$ cat src/rtl/ocm_pkg.sv
// constants and helpers for the compare output mode logic of two 16-bit timers
// assumes a byte-wide data-space register port and one 25 MHz clock
package ocm_pkg;

  // ***************************************************************
  // address map
  // ***************************************************************
  // i/o-space offsets move up by this much in data space
  localparam logic [7:0] IO_DATA_OFFSET   = 8'h20;
  localparam logic [7:0] T1_CTRL_A_IO     = 8'h2f;  // timer one control a, i/o offset
  localparam logic [7:0] T1_CTRL_B_IO     = 8'h2e;  // timer one control b, i/o offset
  localparam logic [7:0] T3_CTRL_A_EXT    = 8'h8b;  // timer three control a, extended space
  localparam logic [7:0] T3_CTRL_B_EXT    = 8'h8a;  // timer three control b, extended space

  // ***************************************************************
  // field layout and reset values
  // ***************************************************************
  localparam int         CHAN_A_LSB       = 6;      // channel a output mode, bits 7:6
  localparam int         CHAN_B_LSB       = 4;      // channel b output mode, bits 5:4
  localparam int         CHAN_C_LSB       = 2;      // channel c output mode, bits 3:2
  localparam int         WAVE_LOW_LSB     = 0;      // low waveform bits in control a
  localparam int         WAVE_HIGH_LSB    = 3;      // high waveform bits in control b
  localparam logic [7:0] CTRL_RESET       = 8'h00;
  localparam logic [7:0] CTRL_B_WMASK     = 8'hdf;  // bit 5 of control b is not stored
  localparam logic [7:0] READ_IDLE        = 8'h00;  // unmapped reads give zero

  // ***************************************************************
  // output mode codes and special waveform modes
  // ***************************************************************
  localparam logic [1:0] OUT_OFF          = 2'h0;
  localparam logic [1:0] OUT_TOGGLE       = 2'h1;
  localparam logic [1:0] OUT_CLEAR        = 2'h2;
  localparam logic [1:0] OUT_SET          = 2'h3;
  localparam logic [3:0] WAVE_FAST_A_TOP  = 4'hf;
  localparam logic [3:0] WAVE_PFC_A_TOP   = 4'h9;
  localparam logic [3:0] WAVE_PC_A_TOP    = 4'hb;

  // kind of counting sequence a waveform mode selects
  typedef enum logic [1:0] {
    CLS_NON_PWM  = 2'b00,
    CLS_FAST     = 2'b01,
    CLS_DUAL     = 2'b10,
    CLS_RESERVED = 2'b11
  } wave_class_t;

  // map the 4-bit waveform mode onto its class
  function automatic wave_class_t wave_class(input logic [3:0] wave);
    case (wave)
      4'h0, 4'h4, 4'hc:               wave_class = CLS_NON_PWM;
      4'h5, 4'h6, 4'h7, 4'he, 4'hf:   wave_class = CLS_FAST;
      4'hd:                           wave_class = CLS_RESERVED;
      default:                        wave_class = CLS_DUAL;
    endcase
  endfunction

endpackage

$ cat src/rtl/channel_output_unit.sv
// next-state logic for one compare output channel
// assumes match, bottom and direction are already qualified by the timer tick
`timescale 1ns/1ns
`default_nettype none

module channel_output_unit #(
  parameter bit IS_CHAN_A = 1'b0        // only channel a may toggle in pwm modes
) (
  input  wire logic [1:0] out_mode,     // channel output mode field
  input  wire logic [3:0] wave_mode,    // full waveform mode field
  input  wire logic       match,        // compare match this cycle
  input  wire logic       bottom,       // counter at bottom this cycle
  input  wire logic       count_down,   // dual-slope direction
  input  wire logic       cmp_at_top,   // compare value equals top
  input  wire logic       state_now,    // present output state
  output logic            connected,    // output owns the pin
  output logic            state_next    // output state after this cycle
);

  // ***************************************************************
  // action decode
  // ***************************************************************
  // one table per counting class; state only moves while connected
  always_comb begin
    connected  = 1'b0;
    state_next = state_now;
    case (ocm_pkg::wave_class(wave_mode))
      ocm_pkg::CLS_NON_PWM: begin
        // RULE4: zero disconnects
        connected = (out_mode != ocm_pkg::OUT_OFF);
        // RULE5: toggle, clear, set
        if (match) begin
          case (out_mode)
            ocm_pkg::OUT_TOGGLE: state_next = ~state_now;
            ocm_pkg::OUT_CLEAR:  state_next = 1'b0;
            ocm_pkg::OUT_SET:    state_next = 1'b1;
            default:             state_next = state_now;
          endcase
        end
      end
      ocm_pkg::CLS_FAST: begin
        if (out_mode == ocm_pkg::OUT_TOGGLE) begin
          // RULE6: channel a, mode 15 only
          connected = IS_CHAN_A && (wave_mode == ocm_pkg::WAVE_FAST_A_TOP);
          if (connected && match) begin
            state_next = ~state_now;
          end
        end else if (out_mode[1]) begin
          connected = 1'b1;
          // RULE9: match at top ignored
          if (match && !cmp_at_top) begin
            // RULE7: non-inverting clears on match
            // RULE8: inverting sets on match
            state_next = (out_mode == ocm_pkg::OUT_SET);
          end
          // bottom comes after the match in a period, so it wins
          if (bottom) begin
            state_next = (out_mode == ocm_pkg::OUT_CLEAR);
          end
        end
      end
      ocm_pkg::CLS_DUAL: begin
        if (out_mode == ocm_pkg::OUT_TOGGLE) begin
          // RULE10: channel a, mode 9 or 11
          connected = IS_CHAN_A && ((wave_mode == ocm_pkg::WAVE_PFC_A_TOP) ||
                                    (wave_mode == ocm_pkg::WAVE_PC_A_TOP));
          if (connected && match) begin
            state_next = ~state_now;
          end
        end else if (out_mode[1]) begin
          connected = 1'b1;
          // RULE11: clear up, set down
          // RULE12: set up, clear down
          if (match) begin
            state_next = (out_mode == ocm_pkg::OUT_SET) ^ count_down;
          end
        end
      end
      default: begin
        // reserved mode: leave the pin to the port and hold state
        connected  = 1'b0;
        state_next = state_now;
      end
    endcase
  end

endmodule

`default_nettype wire

$ cat src/rtl/timer_output_ctrl.sv
// compare output control for two 16-bit timers, three channels each
// assumes a byte-wide data-space register port from the processor and
// counter event pulses already qualified by each timer's own tick
`timescale 1ns/1ns
`default_nettype none

// Operation
// RULE1: control a fields at 7:6, 5:4, 3:2, 1:0
// RULE2: nonzero mode field takes over the pin; here reserved mode 13 and blocked toggles leave it to the port
// RULE3: pin driven only when direction bit set
// RULE4: mode zero leaves the pin to port
// RULE5: non-pwm: toggle, clear, set on match
// RULE6: fast pwm toggle only channel a, mode 15
// RULE7: fast non-inverting: clear match, set bottom
// RULE8: fast inverting: set match, clear bottom
// RULE9: fast pwm ignores match when compare equals top
// RULE10: dual-slope toggle only channel a, mode 9/11
// RULE11: dual non-inverting: clear up, set down
// RULE12: dual inverting: set up, clear down
// RULE13: software uses i/o or data-space addresses
// RULE14: waveform mode joins control b and a bits
// RULE15: dual-slope direction reverses at top and bottom
// RULE16: actions land in the detecting cycle
module timer_output_ctrl (
  input  wire logic       clock,          // 25 MHz i/o clock
  input  wire logic       resetn,         // synchronous, active low
  input  wire logic [7:0] io_addr,        // data-space address
  input  wire logic [7:0] io_wdata,       // write data
  input  wire logic       io_write,       // write strobe
  input  wire logic       io_read,        // read strobe
  output logic      [7:0] io_rdata,       // read data, one cycle after strobe
  input  wire logic [2:0] t1_match,       // timer one matches, c b a
  input  wire logic [2:0] t1_cmp_at_top,  // timer one compare values equal top
  input  wire logic       t1_at_top,      // timer one counter at top
  input  wire logic       t1_at_bottom,   // timer one counter at bottom
  input  wire logic [2:0] t3_match,       // timer three matches, c b a
  input  wire logic [2:0] t3_cmp_at_top,  // timer three compare values equal top
  input  wire logic       t3_at_top,      // timer three counter at top
  input  wire logic       t3_at_bottom,   // timer three counter at bottom
  input  wire logic [5:0] port_data,      // ordinary port values, t3 c b a, t1 c b a
  input  wire logic [5:0] port_ddr,       // data direction bits, same order
  output logic      [5:0] pin_out,        // pin output level
  output logic      [5:0] pin_oe,         // pin driver enable
  output logic      [5:0] compare_output  // compare output state
);

  // ***************************************************************
  // register file state
  // ***************************************************************
  logic [7:0] ctrl_a_reg [2];   // output control a per timer
  logic [7:0] ctrl_a_next [2];
  logic [7:0] ctrl_b_reg [2];   // control b per timer, waveform high bits used
  logic [7:0] ctrl_b_next [2];
  logic [7:0] rdata_reg;        // registered read answer
  logic [7:0] rdata_next;

  // ***************************************************************
  // output and direction state
  // ***************************************************************
  logic [1:0] down_reg;         // dual-slope direction per timer
  logic [1:0] down_next;
  logic [5:0] oc_reg;           // compare output state per channel
  logic [5:0] oc_next;
  logic [5:0] pin_out_reg;
  logic [5:0] pin_out_next;
  logic [5:0] pin_oe_reg;
  logic [5:0] pin_oe_next;
  logic [5:0] conn;             // channel owns its pin
  logic [5:0] ch_match;         // matches gathered per channel
  logic [5:0] ch_at_top;        // compare-equals-top per channel
  logic [1:0] at_top;           // counter at top per timer
  logic [1:0] at_bottom;        // counter at bottom per timer

  assign ch_match  = {t3_match, t1_match};
  assign ch_at_top = {t3_cmp_at_top, t1_cmp_at_top};
  assign at_top    = {t3_at_top, t1_at_top};
  assign at_bottom = {t3_at_bottom, t1_at_bottom};

  // ***************************************************************
  // helpers
  // ***************************************************************
  // RULE14: high bits from b, low from a
  function automatic logic [3:0] wave_of(input logic [7:0] ca, input logic [7:0] cb);
    wave_of = {cb[ocm_pkg::WAVE_HIGH_LSB +: 2], ca[ocm_pkg::WAVE_LOW_LSB +: 2]};
  endfunction

  // RULE1: channel field positions
  function automatic logic [1:0] mode_of(input logic [7:0] ca, input int chan);
    case (chan)
      0:       mode_of = ca[ocm_pkg::CHAN_A_LSB +: 2];
      1:       mode_of = ca[ocm_pkg::CHAN_B_LSB +: 2];
      default: mode_of = ca[ocm_pkg::CHAN_C_LSB +: 2];
    endcase
  endfunction

  // ***************************************************************
  // register port
  // ***************************************************************
  // timer one sits in i/o space, so its data-space address is offset;
  // timer three lives only in extended space and is reached directly
  always_comb begin
    ctrl_a_next = ctrl_a_reg;
    ctrl_b_next = ctrl_b_reg;
    rdata_next  = ocm_pkg::READ_IDLE;
    // RULE13: data-space decode
    if (io_addr == ocm_pkg::T1_CTRL_A_IO + ocm_pkg::IO_DATA_OFFSET) begin
      if (io_write) begin
        ctrl_a_next[0] = io_wdata;
      end
      if (io_read) begin
        rdata_next = ctrl_a_reg[0];
      end
    end else if (io_addr == ocm_pkg::T1_CTRL_B_IO + ocm_pkg::IO_DATA_OFFSET) begin
      if (io_write) begin
        ctrl_b_next[0] = io_wdata & ocm_pkg::CTRL_B_WMASK;
      end
      if (io_read) begin
        rdata_next = ctrl_b_reg[0];
      end
    end else if (io_addr == ocm_pkg::T3_CTRL_A_EXT) begin
      if (io_write) begin
        ctrl_a_next[1] = io_wdata;
      end
      if (io_read) begin
        rdata_next = ctrl_a_reg[1];
      end
    end else if (io_addr == ocm_pkg::T3_CTRL_B_EXT) begin
      if (io_write) begin
        ctrl_b_next[1] = io_wdata & ocm_pkg::CTRL_B_WMASK;
      end
      if (io_read) begin
        rdata_next = ctrl_b_reg[1];
      end
    end else begin
      // unmapped: writes dropped, reads give zero
      rdata_next = ocm_pkg::READ_IDLE;
    end
  end

  // register file flops
  always_ff @(posedge clock) begin
    if (!resetn) begin
      ctrl_a_reg <= '{ocm_pkg::CTRL_RESET, ocm_pkg::CTRL_RESET};
      ctrl_b_reg <= '{ocm_pkg::CTRL_RESET, ocm_pkg::CTRL_RESET};
      rdata_reg  <= ocm_pkg::READ_IDLE;
    end else begin
      ctrl_a_reg <= ctrl_a_next;
      ctrl_b_reg <= ctrl_b_next;
      rdata_reg  <= rdata_next;
    end
  end

  // ***************************************************************
  // counting direction
  // ***************************************************************
  // tracked here from the end-point pulses; a reset counter starts
  // at bottom counting up
  always_comb begin
    down_next = down_reg;
    for (int t = 0; t < 2; t++) begin
      // RULE15: reverse at each end
      if (at_top[t]) begin
        down_next[t] = 1'b1;
      end else if (at_bottom[t]) begin
        down_next[t] = 1'b0;
      end
    end
  end

  // ***************************************************************
  // channel units
  // ***************************************************************
  // six independent channels; direction used is the one before this
  // cycle's end-point event
  for (genvar k = 0; k < 6; k++) begin : g_chan
    channel_output_unit #(
      .IS_CHAN_A  ((k % 3) == 0)
    ) u_chan (
      .out_mode   (mode_of(ctrl_a_reg[k / 3], k % 3)),
      .wave_mode  (wave_of(ctrl_a_reg[k / 3], ctrl_b_reg[k / 3])),
      .match      (ch_match[k]),
      .bottom     (at_bottom[k / 3]),
      .count_down (down_reg[k / 3]),
      .cmp_at_top (ch_at_top[k]),
      .state_now  (oc_reg[k]),
      .connected  (conn[k]),
      .state_next (oc_next[k])
    );
  end

  // ***************************************************************
  // pin mux
  // ***************************************************************
  // pins are computed from next state so they change on the same
  // edge as the compare output itself
  always_comb begin
    for (int k = 0; k < 6; k++) begin
      // RULE2: compare output takes the pin
      // RULE16: same-cycle action
      pin_out_next[k] = conn[k] ? oc_next[k] : port_data[k];
      // RULE3: driver follows direction bit
      pin_oe_next[k]  = port_ddr[k];
    end
  end

  // output and direction flops
  always_ff @(posedge clock) begin
    if (!resetn) begin
      down_reg    <= 2'h0;
      oc_reg      <= 6'h00;
      pin_out_reg <= 6'h00;
      pin_oe_reg  <= 6'h00;
    end else begin
      down_reg    <= down_next;
      oc_reg      <= oc_next;
      pin_out_reg <= pin_out_next;
      pin_oe_reg  <= pin_oe_next;
    end
  end

  assign io_rdata       = rdata_reg;
  assign pin_out        = pin_out_reg;
  assign pin_oe         = pin_oe_reg;
  assign compare_output = oc_reg;

endmodule

`default_nettype wire

$ cat config.mk
export PLATFORM = sky130hd
export DESIGN_NAME = timer_output_ctrl
export DESIGN_NICKNAME = d
export VERILOG_FILES = /design/src/rtl/ocm_pkg.sv /design/src/rtl/channel_output_unit.sv /design/src/rtl/timer_output_ctrl.sv
export SDC_FILE = /design/constraint.sdc
export NUM_CORES = 1
export LEC_CHECK = 0
export BUFFER_PORTS_ARGS = -buffer_cell sky130_fd_sc_hd__buf_2
export CORE_ASPECT_RATIO = 0.6
export CORE_MARGIN = 1.5
export CORE_UTILIZATION = 49
export CTS_BUF_LIST = sky130_fd_sc_hd__clkbuf_16
export DETAILED_ROUTE_END_ITERATION = 7
export PLACE_DENSITY = 0.76
export REMOVE_ABC_BUFFERS = 1
export SYNTH_ARGS = -nofsm -noshare
export SYNTH_HDL_FRONTEND = slang
export SYNTH_SLANG_ARGS = --single-unit
$ cat constraint.sdc
create_clock -name clock -period 2.04 [get_ports clock]
set_clock_uncertainty 0.15 [all_clocks]
set_input_delay 0.408 -clock clock [delete_from_list [all_inputs] [get_ports clock]]
set_output_delay 0.408 -clock clock [all_outputs]
set_load 0.02 [all_outputs]
; After elaboration in Yosys (flattened, before gate mapping)
; Memory sizes are Yosys's and may differ from the RTL's.
; Cells that the tools add are included.
[classes]
eq_ne = 40
reduce_logical = 40
mux = 102
n_bitwise = 15
[op_table]
columns = operator, n
row1 = $mux W1, 76
row2 = $mux W8, 8
row3 = $pmux W1 S3, 14
row4 = $eq A2 B2 Y1 const B, 18
row5 = $eq A2 B1 Y1 const B, 12
row6 = $eq A4 B4 Y1 const B, 6
row7 = $eq A8 B7 Y1 const B, 2
row8 = $eq A8 B8 Y1 const B, 2
row9 = $reduce_bool A2 Y1, 8
row10 = $logic_not A2 Y1, 6
row11 = $logic_and A1 B1 Y1, 10
row12 = $not A1 Y1, 9
row13 = $pmux W1 S2, 4
row14 = $reduce_or A2 Y1, 4
row15 = $logic_not A1 Y1, 6
row16 = $xor A1 B1 Y1, 6
row17 = $reduce_and A5 Y1, 1
row18 = $reduce_and A4 Y1, 1
row19 = $reduce_and A3 Y1, 1
row20 = $logic_or A1 B1 Y1, 2
row21 = $reduce_and A2 Y1, 1
[word_totals]
regBits = 58
out_inout_bits = 26
rom_bits = 192
memories = 6
[memory_table]
columns = name, words, width, read_ports, rd_ports_with_merged_regs, write_ports, line_no
row1 = (no name shown), 16, 2, 1, 0, 0, ocm_pkg.sv:48  ; case (wave)
row2 = (no name shown), 16, 2, 1, 0, 0, ocm_pkg.sv:48
row3 = (no name shown), 16, 2, 1, 0, 0, ocm_pkg.sv:48
row4 = (no name shown), 16, 2, 1, 0, 0, ocm_pkg.sv:48
row5 = (no name shown), 16, 2, 1, 0, 0, ocm_pkg.sv:48
row6 = (no name shown), 16, 2, 1, 0, 0, ocm_pkg.sv:48

; Depth between registers and ports, before layout
[logic_depth]
ltp_word = 8
ltp_mapped = 12
ltp_nobuf = 10

; Modules after synthesis
; Synthesis repeated with hierarchy kept, for this count alone.
[hier_totals]
cells_unflattened = 430
area_unflattened_um2 = 3739.8
[modules_own_cells]
columns = mod, cells_each, seq_area_each_um2, instances, area_each_um2
row1 = timer_output_ctrl, 213, 1161.1, 1, 2264.7
row2 = channel_output_unit (g_chan[1].u_chan ...), 34, 0.0, 3, 224.0
row3 = channel_output_unit (g_chan[0].u_chan), 39, 0.0, 1, 294.0
row4 = channel_output_unit (g_chan[3].u_chan), 42, 0.0, 1, 284.0
row5 = channel_output_unit (g_chan[2].u_chan), 34, 0.0, 1, 225.2

; Worst setup path after synthesis
; OpenSTA, ideal clock, no wires.
[synth_path]
path_type = reg-to-reg
start = register ctrl_b_reg[4] (netlist name)
end = register pin_out_reg[4] (netlist: pin_out[4])
path_buffers = 2
synth_period_minus_slack_ps = 2171
stages_incl_launch_ff = 12
setup_slack_ps = -131
t_required_ps = 1759
setup_time_ps = 131
t_arrival_ps = 1890
path_cell_list = dfxtp_1 clkbuf_2 inv_1 o21ai_0 a21o_1 inv_1 ha_1 clkbuf_1 o211ai_1 o211ai_1 a311oi_1 a21oi_1
[synth_via]
elab_chain_len = 5
elab_cells_between_ends = 8
classes_between = eq/ne: 2 / mux: 3 / reduce/logical: 2 / memory: 1
[synth_lines]
columns = item, line_no
row1 = start: declaration, timer_output_ctrl.sv:52  ; logic [7:0] ctrl_b_reg [2];
row2 = start signal: assignment, timer_output_ctrl.sv:144  ; ctrl_b_reg <= '{ocm_pkg::CTRL_RESET, ocm_pkg::CTRL_RESET};
row3 = start signal: assignment, timer_output_ctrl.sv:148  ; ctrl_b_reg <= ctrl_b_next;
row4 = $mem_v2 Z16 W2 *, n/a
row5 = $eq A2 B1 Y1 or $eq A2 B2 Y1 (tied branches), channel_output_unit.sv:27  ; case (ocm_pkg::wave_class(wave_mode))
row6 = $reduce_or A2 Y1 (no source line), n/a
row7 = $pmux W1 S2, channel_output_unit.sv:27
row8 = $mux W1 *, timer_output_ctrl.sv:200  ; pin_out_next[k] = conn[k] ? oc_next[k] : port_data[k];
row9 = end signal: assignment, timer_output_ctrl.sv:216  ; pin_out_reg <= pin_out_next;
row10 = end: declaration, timer_output_ctrl.sv:64  ; logic [5:0] pin_out_reg;
; Mark *: on every way between the ends. The rest lies on a longest branch, timed or not.
; A chain may end at the register's enable or synchronous reset.

; Final worst setup path
[layout_path]
start = register ctrl_a_reg[1] (netlist name)
end = register pin_out_reg[4] (netlist: pin_out[4])
[layout_via]
elab_chain_len = 5
elab_cells_between_ends = 8
classes_between = eq/ne: 2 / mux: 3 / reduce/logical: 2 / memory: 1
[layout_lines]
columns = item, line_no
row1 = start: declaration, timer_output_ctrl.sv:50  ; logic [7:0] ctrl_a_reg [2];
row2 = start signal: assignment, timer_output_ctrl.sv:143  ; ctrl_a_reg <= '{ocm_pkg::CTRL_RESET, ocm_pkg::CTRL_RESET};
row3 = start signal: assignment, timer_output_ctrl.sv:147  ; ctrl_a_reg <= ctrl_a_next;
row4 = $mem_v2 Z16 W2 *, n/a
row5 = $eq A2 B1 Y1 or $eq A2 B2 Y1 (tied branches), channel_output_unit.sv:27
row6 = $reduce_or A2 Y1 (no source line), n/a
row7 = $pmux W1 S2, channel_output_unit.sv:27
row8 = $mux W1 *, timer_output_ctrl.sv:200
; Marks and branches as above.

==> metrics.csv <==
stage,metric,value,unit
power_and_ir_drop,vdd_ir_drop_max,0.423,mV
worst_setup_path,cp_slowest_stage_delay,370,ps
power_and_ir_drop,power_per_cell_area,623,mW/mm^2
sta,hold_violations,0,
sta,drv_slew,0,
power_and_ir_drop,p_int,2150,uW
synth,yosys-top-cells-area,"dfxtp_1 (35%), mux2i_1 (9.0%), nor2_1 (6.8%)",
floorplan,die_x,110,um
synth,synthFlopType,dfxtp_1,
route,routed_wl,9670,um
floorplan,start_util,0.503,
clocking,numCtsBuffers,9,
synth,yosysUniqueCellTypes,59,
clocking,cts_buffer_depth,2,
clocking,cts_root_buf,clkbuf_16,
worst_setup_path,crit_required,2100,ps
clocking,cts_sinks,58,
worst_setup_path,critPathSlowestCell,dfxtp_4,
sta,maxSlewHeadroom,0.606,
run,drv_cap,0,
power_and_ir_drop,p_comb_frac,0.066,
global_routing,gr-total-overflow,0,
synth,post-synth-top-area-cell,dfxtp_1,
worst_setup_path,crit_top_cell,nor2_1,
route,routed_via_density,5.89,
global_routing,grt_max_degree,33,
route,vias,3404,
worst_setup_path,cp-start-kind,flip-flop,
layout,synthToLayoutAreaGrowth,34.1,%
layout,drive_gt1_frac,0.377,
sta,setup_viol,8,
run_status,status,"complete, but fails checks",
sta,tightest_slew,576,ps
synth,synth_edf_count,0,
worst_setup_path,cp_data_arrival_time,2160,ps
placed_design,io_buffers,73,
sta,rsz0062_at_grt,true,
worst_setup_path,worstPathCellList,nor2_2 > nor2_1 > a21o_1 > inv_2 > ha_4 > nor2_1 > nor2_1 > o31a_1 > a311oi_2 > a21oi_1,
floorplan,dieHeight,67.0,um
clocking,cts_htree_levels,3,
sta,finalSetupTns,-221,ps
worst_setup_path,criticalPathCategory,reg -> reg,
placed_design,pre_cts_ws,-174,ps
floorplan,dieArea,0.00734,mm^2
synth,ys_warn_count,0,
power_and_ir_drop,switching_share,0.230,
run_status,violations,negative setup slack,
worst_setup_path,crit_path_end_kind,flip-flop,
synth,synth_top_area_share,0.347,
global_routing,antenna_found_initial,0,
sta,period_share,1.03,
clocking,clk_pin_slew,50,ps
route,drc_errors,0,
sta,finalCriticalPeriod,2100,ps
synth,ys_seq_elements,58,
worst_setup_path,cp_max_fo,6,
route,first_pass_iters,8,
power_and_ir_drop,clkPwrFrac,0.520,
layout,n_antenna_cell,0,
route,ant_nets,0,
layout,nets,542,
route,drt_iter0_drc,301,
floorplan,core-area,0.00665,mm^2
power_and_ir_drop,p_switching,642,uW
sta,setup_ws,-60.3,ps
floorplan,io_pins,74,
sta,max_freq,476,MHz
synth,syn_area_per_cell,8.59,um^2
clocking,tritoncts,done,
worst_hold_path,hold_class,in -> reg,
global_routing,track_usage,0.267,
clocking,clk_latency,340,ps
synth,syn_inst,389,
layout,largest_reg_flops,16,
clocking,hold_buffers,0,
global_routing,grt_pass1_vias,3066,
power_and_ir_drop,seqPwrFrac,0.414,
placed_design,finalWeightedCongestion,0.936,
route,wl_per_cell,16.7,um
global_routing,grt_pass1_wl,14700,um
floorplan,fp-row-count,23,
synth,synthArstFlopShare,0,
power_and_ir_drop,p_leak,0.00197,uW
placed_design,post-dp-hpwl,6590,um
synth,yosysSeqAreaShare,0.347,
synth,netlist_area,0.00334,mm^2
==> path summary, 6_finish.rpt <==
path / startpoint / endpoint / slack, ps / cells past startpoint
min: port_ddr[4] / pin_oe[4] / 120 / 2
max reg2reg: ctrl_a_reg[1] / pin_out[4] / -60 / 10
min reg2reg: ctrl_b_reg[6] / ctrl_b_reg[6] / 350 / 2
max: ctrl_a_reg[1] / pin_out[4] / -60 / 10
==> through the flow <==
step / hold WS [ps] / power (uW) / cell area, um^2 / util / instances
6_report: 119 / 2790 / 4480 / 0.674 / 578
4_1_cts: 118 / 2800 / 4310 / 0.648 / 573
3_3_place_gp: 325 / 1350 / 3920 / 0.590 / 555
5_1_grt: 116 / 2880 / 4480 / 0.674 / 578
3_5_place_dp: 339 / 1360 / 3920 / 0.590 / 555
2_1_floorplan: 311 / 1250 / 3130 / - / 355
==> power by group through the flow <==
stage               registers, uW  logic (uW)  clock network (uW)
floorplan                    1200        52.7                   0
global placement             1180         173                   0
detailed placement           1180         177                   0
CTS                          1160         179                1460
global route                 1160         198                1520
finish                       1160         185                1450
==> cell type report <==
class / instances / area [um^2]
clock buffer: 9 / 225
clock inverter: 7 / 61.3
fill: 499 / 2160
inverter: 17 / 63.8
multi-input combinational: 280 / 2110
sequential: 58 / 1180
tap: 87 / 109
timing repair buffer: 120 / 738
==> cell usage after synthesis (all sizes together), types with 4 or more instances <==
| library cell | n |
|---|---|
| mux2 | 4 |
| clkbuf | 12 |
| inv | 16 |
| a22o | 9 |
| buf | 22 |
| o211ai | 6 |
| o21ai | 23 |
| nand4b | 6 |
| ha | 8 |
| nor2b | 8 |
| nand4 | 5 |
| nand3 | 4 |
| a21oi | 18 |
| and3 | 6 |
| mux2i | 30 |
| dfxtp | 58 |
| a222oi | 8 |
| nor2 | 61 |
| nand2b | 11 |
| a311oi | 6 |
| nand2 | 14 |
| and2 | 8 |
==> what timing repair did <==
item,in CTS,in global routing
hold endpoints to repair,0,0
gates resized for setup,25,36
buffers inserted,2,5
pin swaps,8,25
setup endpoints to repair,11,12
==> cells by family after synthesis <==
kind of cell,Yosys count,share of synthesized area
multiplexers,34,0.104
XOR/XNOR,2,0.00524
AND/OR/NAND/NOR,139,0.223
flip-flops,58,0.347
buffers and inverters,51,0.0820
adder cells (fa/ha/maj),8,0.0299
AO/OA/AOI/OAI,97,0.208
==> worst max-delay path, delay by kind of cell, from the launching register on <==
family / cells / cell delay (ps)
buffers and inverters: 1 / 80
AND/OR/NAND/NOR: 4 / 320
adder cells (fa/ha/maj): 1 / 190
AO/OA/AOI/OAI: 4 / 850
flip-flops: 1 / 370
==> per-layer routing <==
metal  global-route usage  vias up  part of all wire
met3               0.0734       24             0.092
met5                    0        -                 0
met4               0.0974        0             0.017
li1                     -     1597                 -
met2                0.417      191              0.43
met1                0.350     1592              0.46
==> layout by cell type, fill, tap and decap left out, types with 7 or more instances in the layout <==
master and count:
buf_4 44, nor2_1 57, nand2b_1 11, and2_1 7, inv_1 12, dfxtp_1 50
a22o_1 9, buf_2 73, mux2i_1 30, nand2_1 13, clkbuf_16 9, o21ai_0 17
a21oi_1 17, a222oi_1 8
No activity file was read; power rests on OpenSTA's default activity.
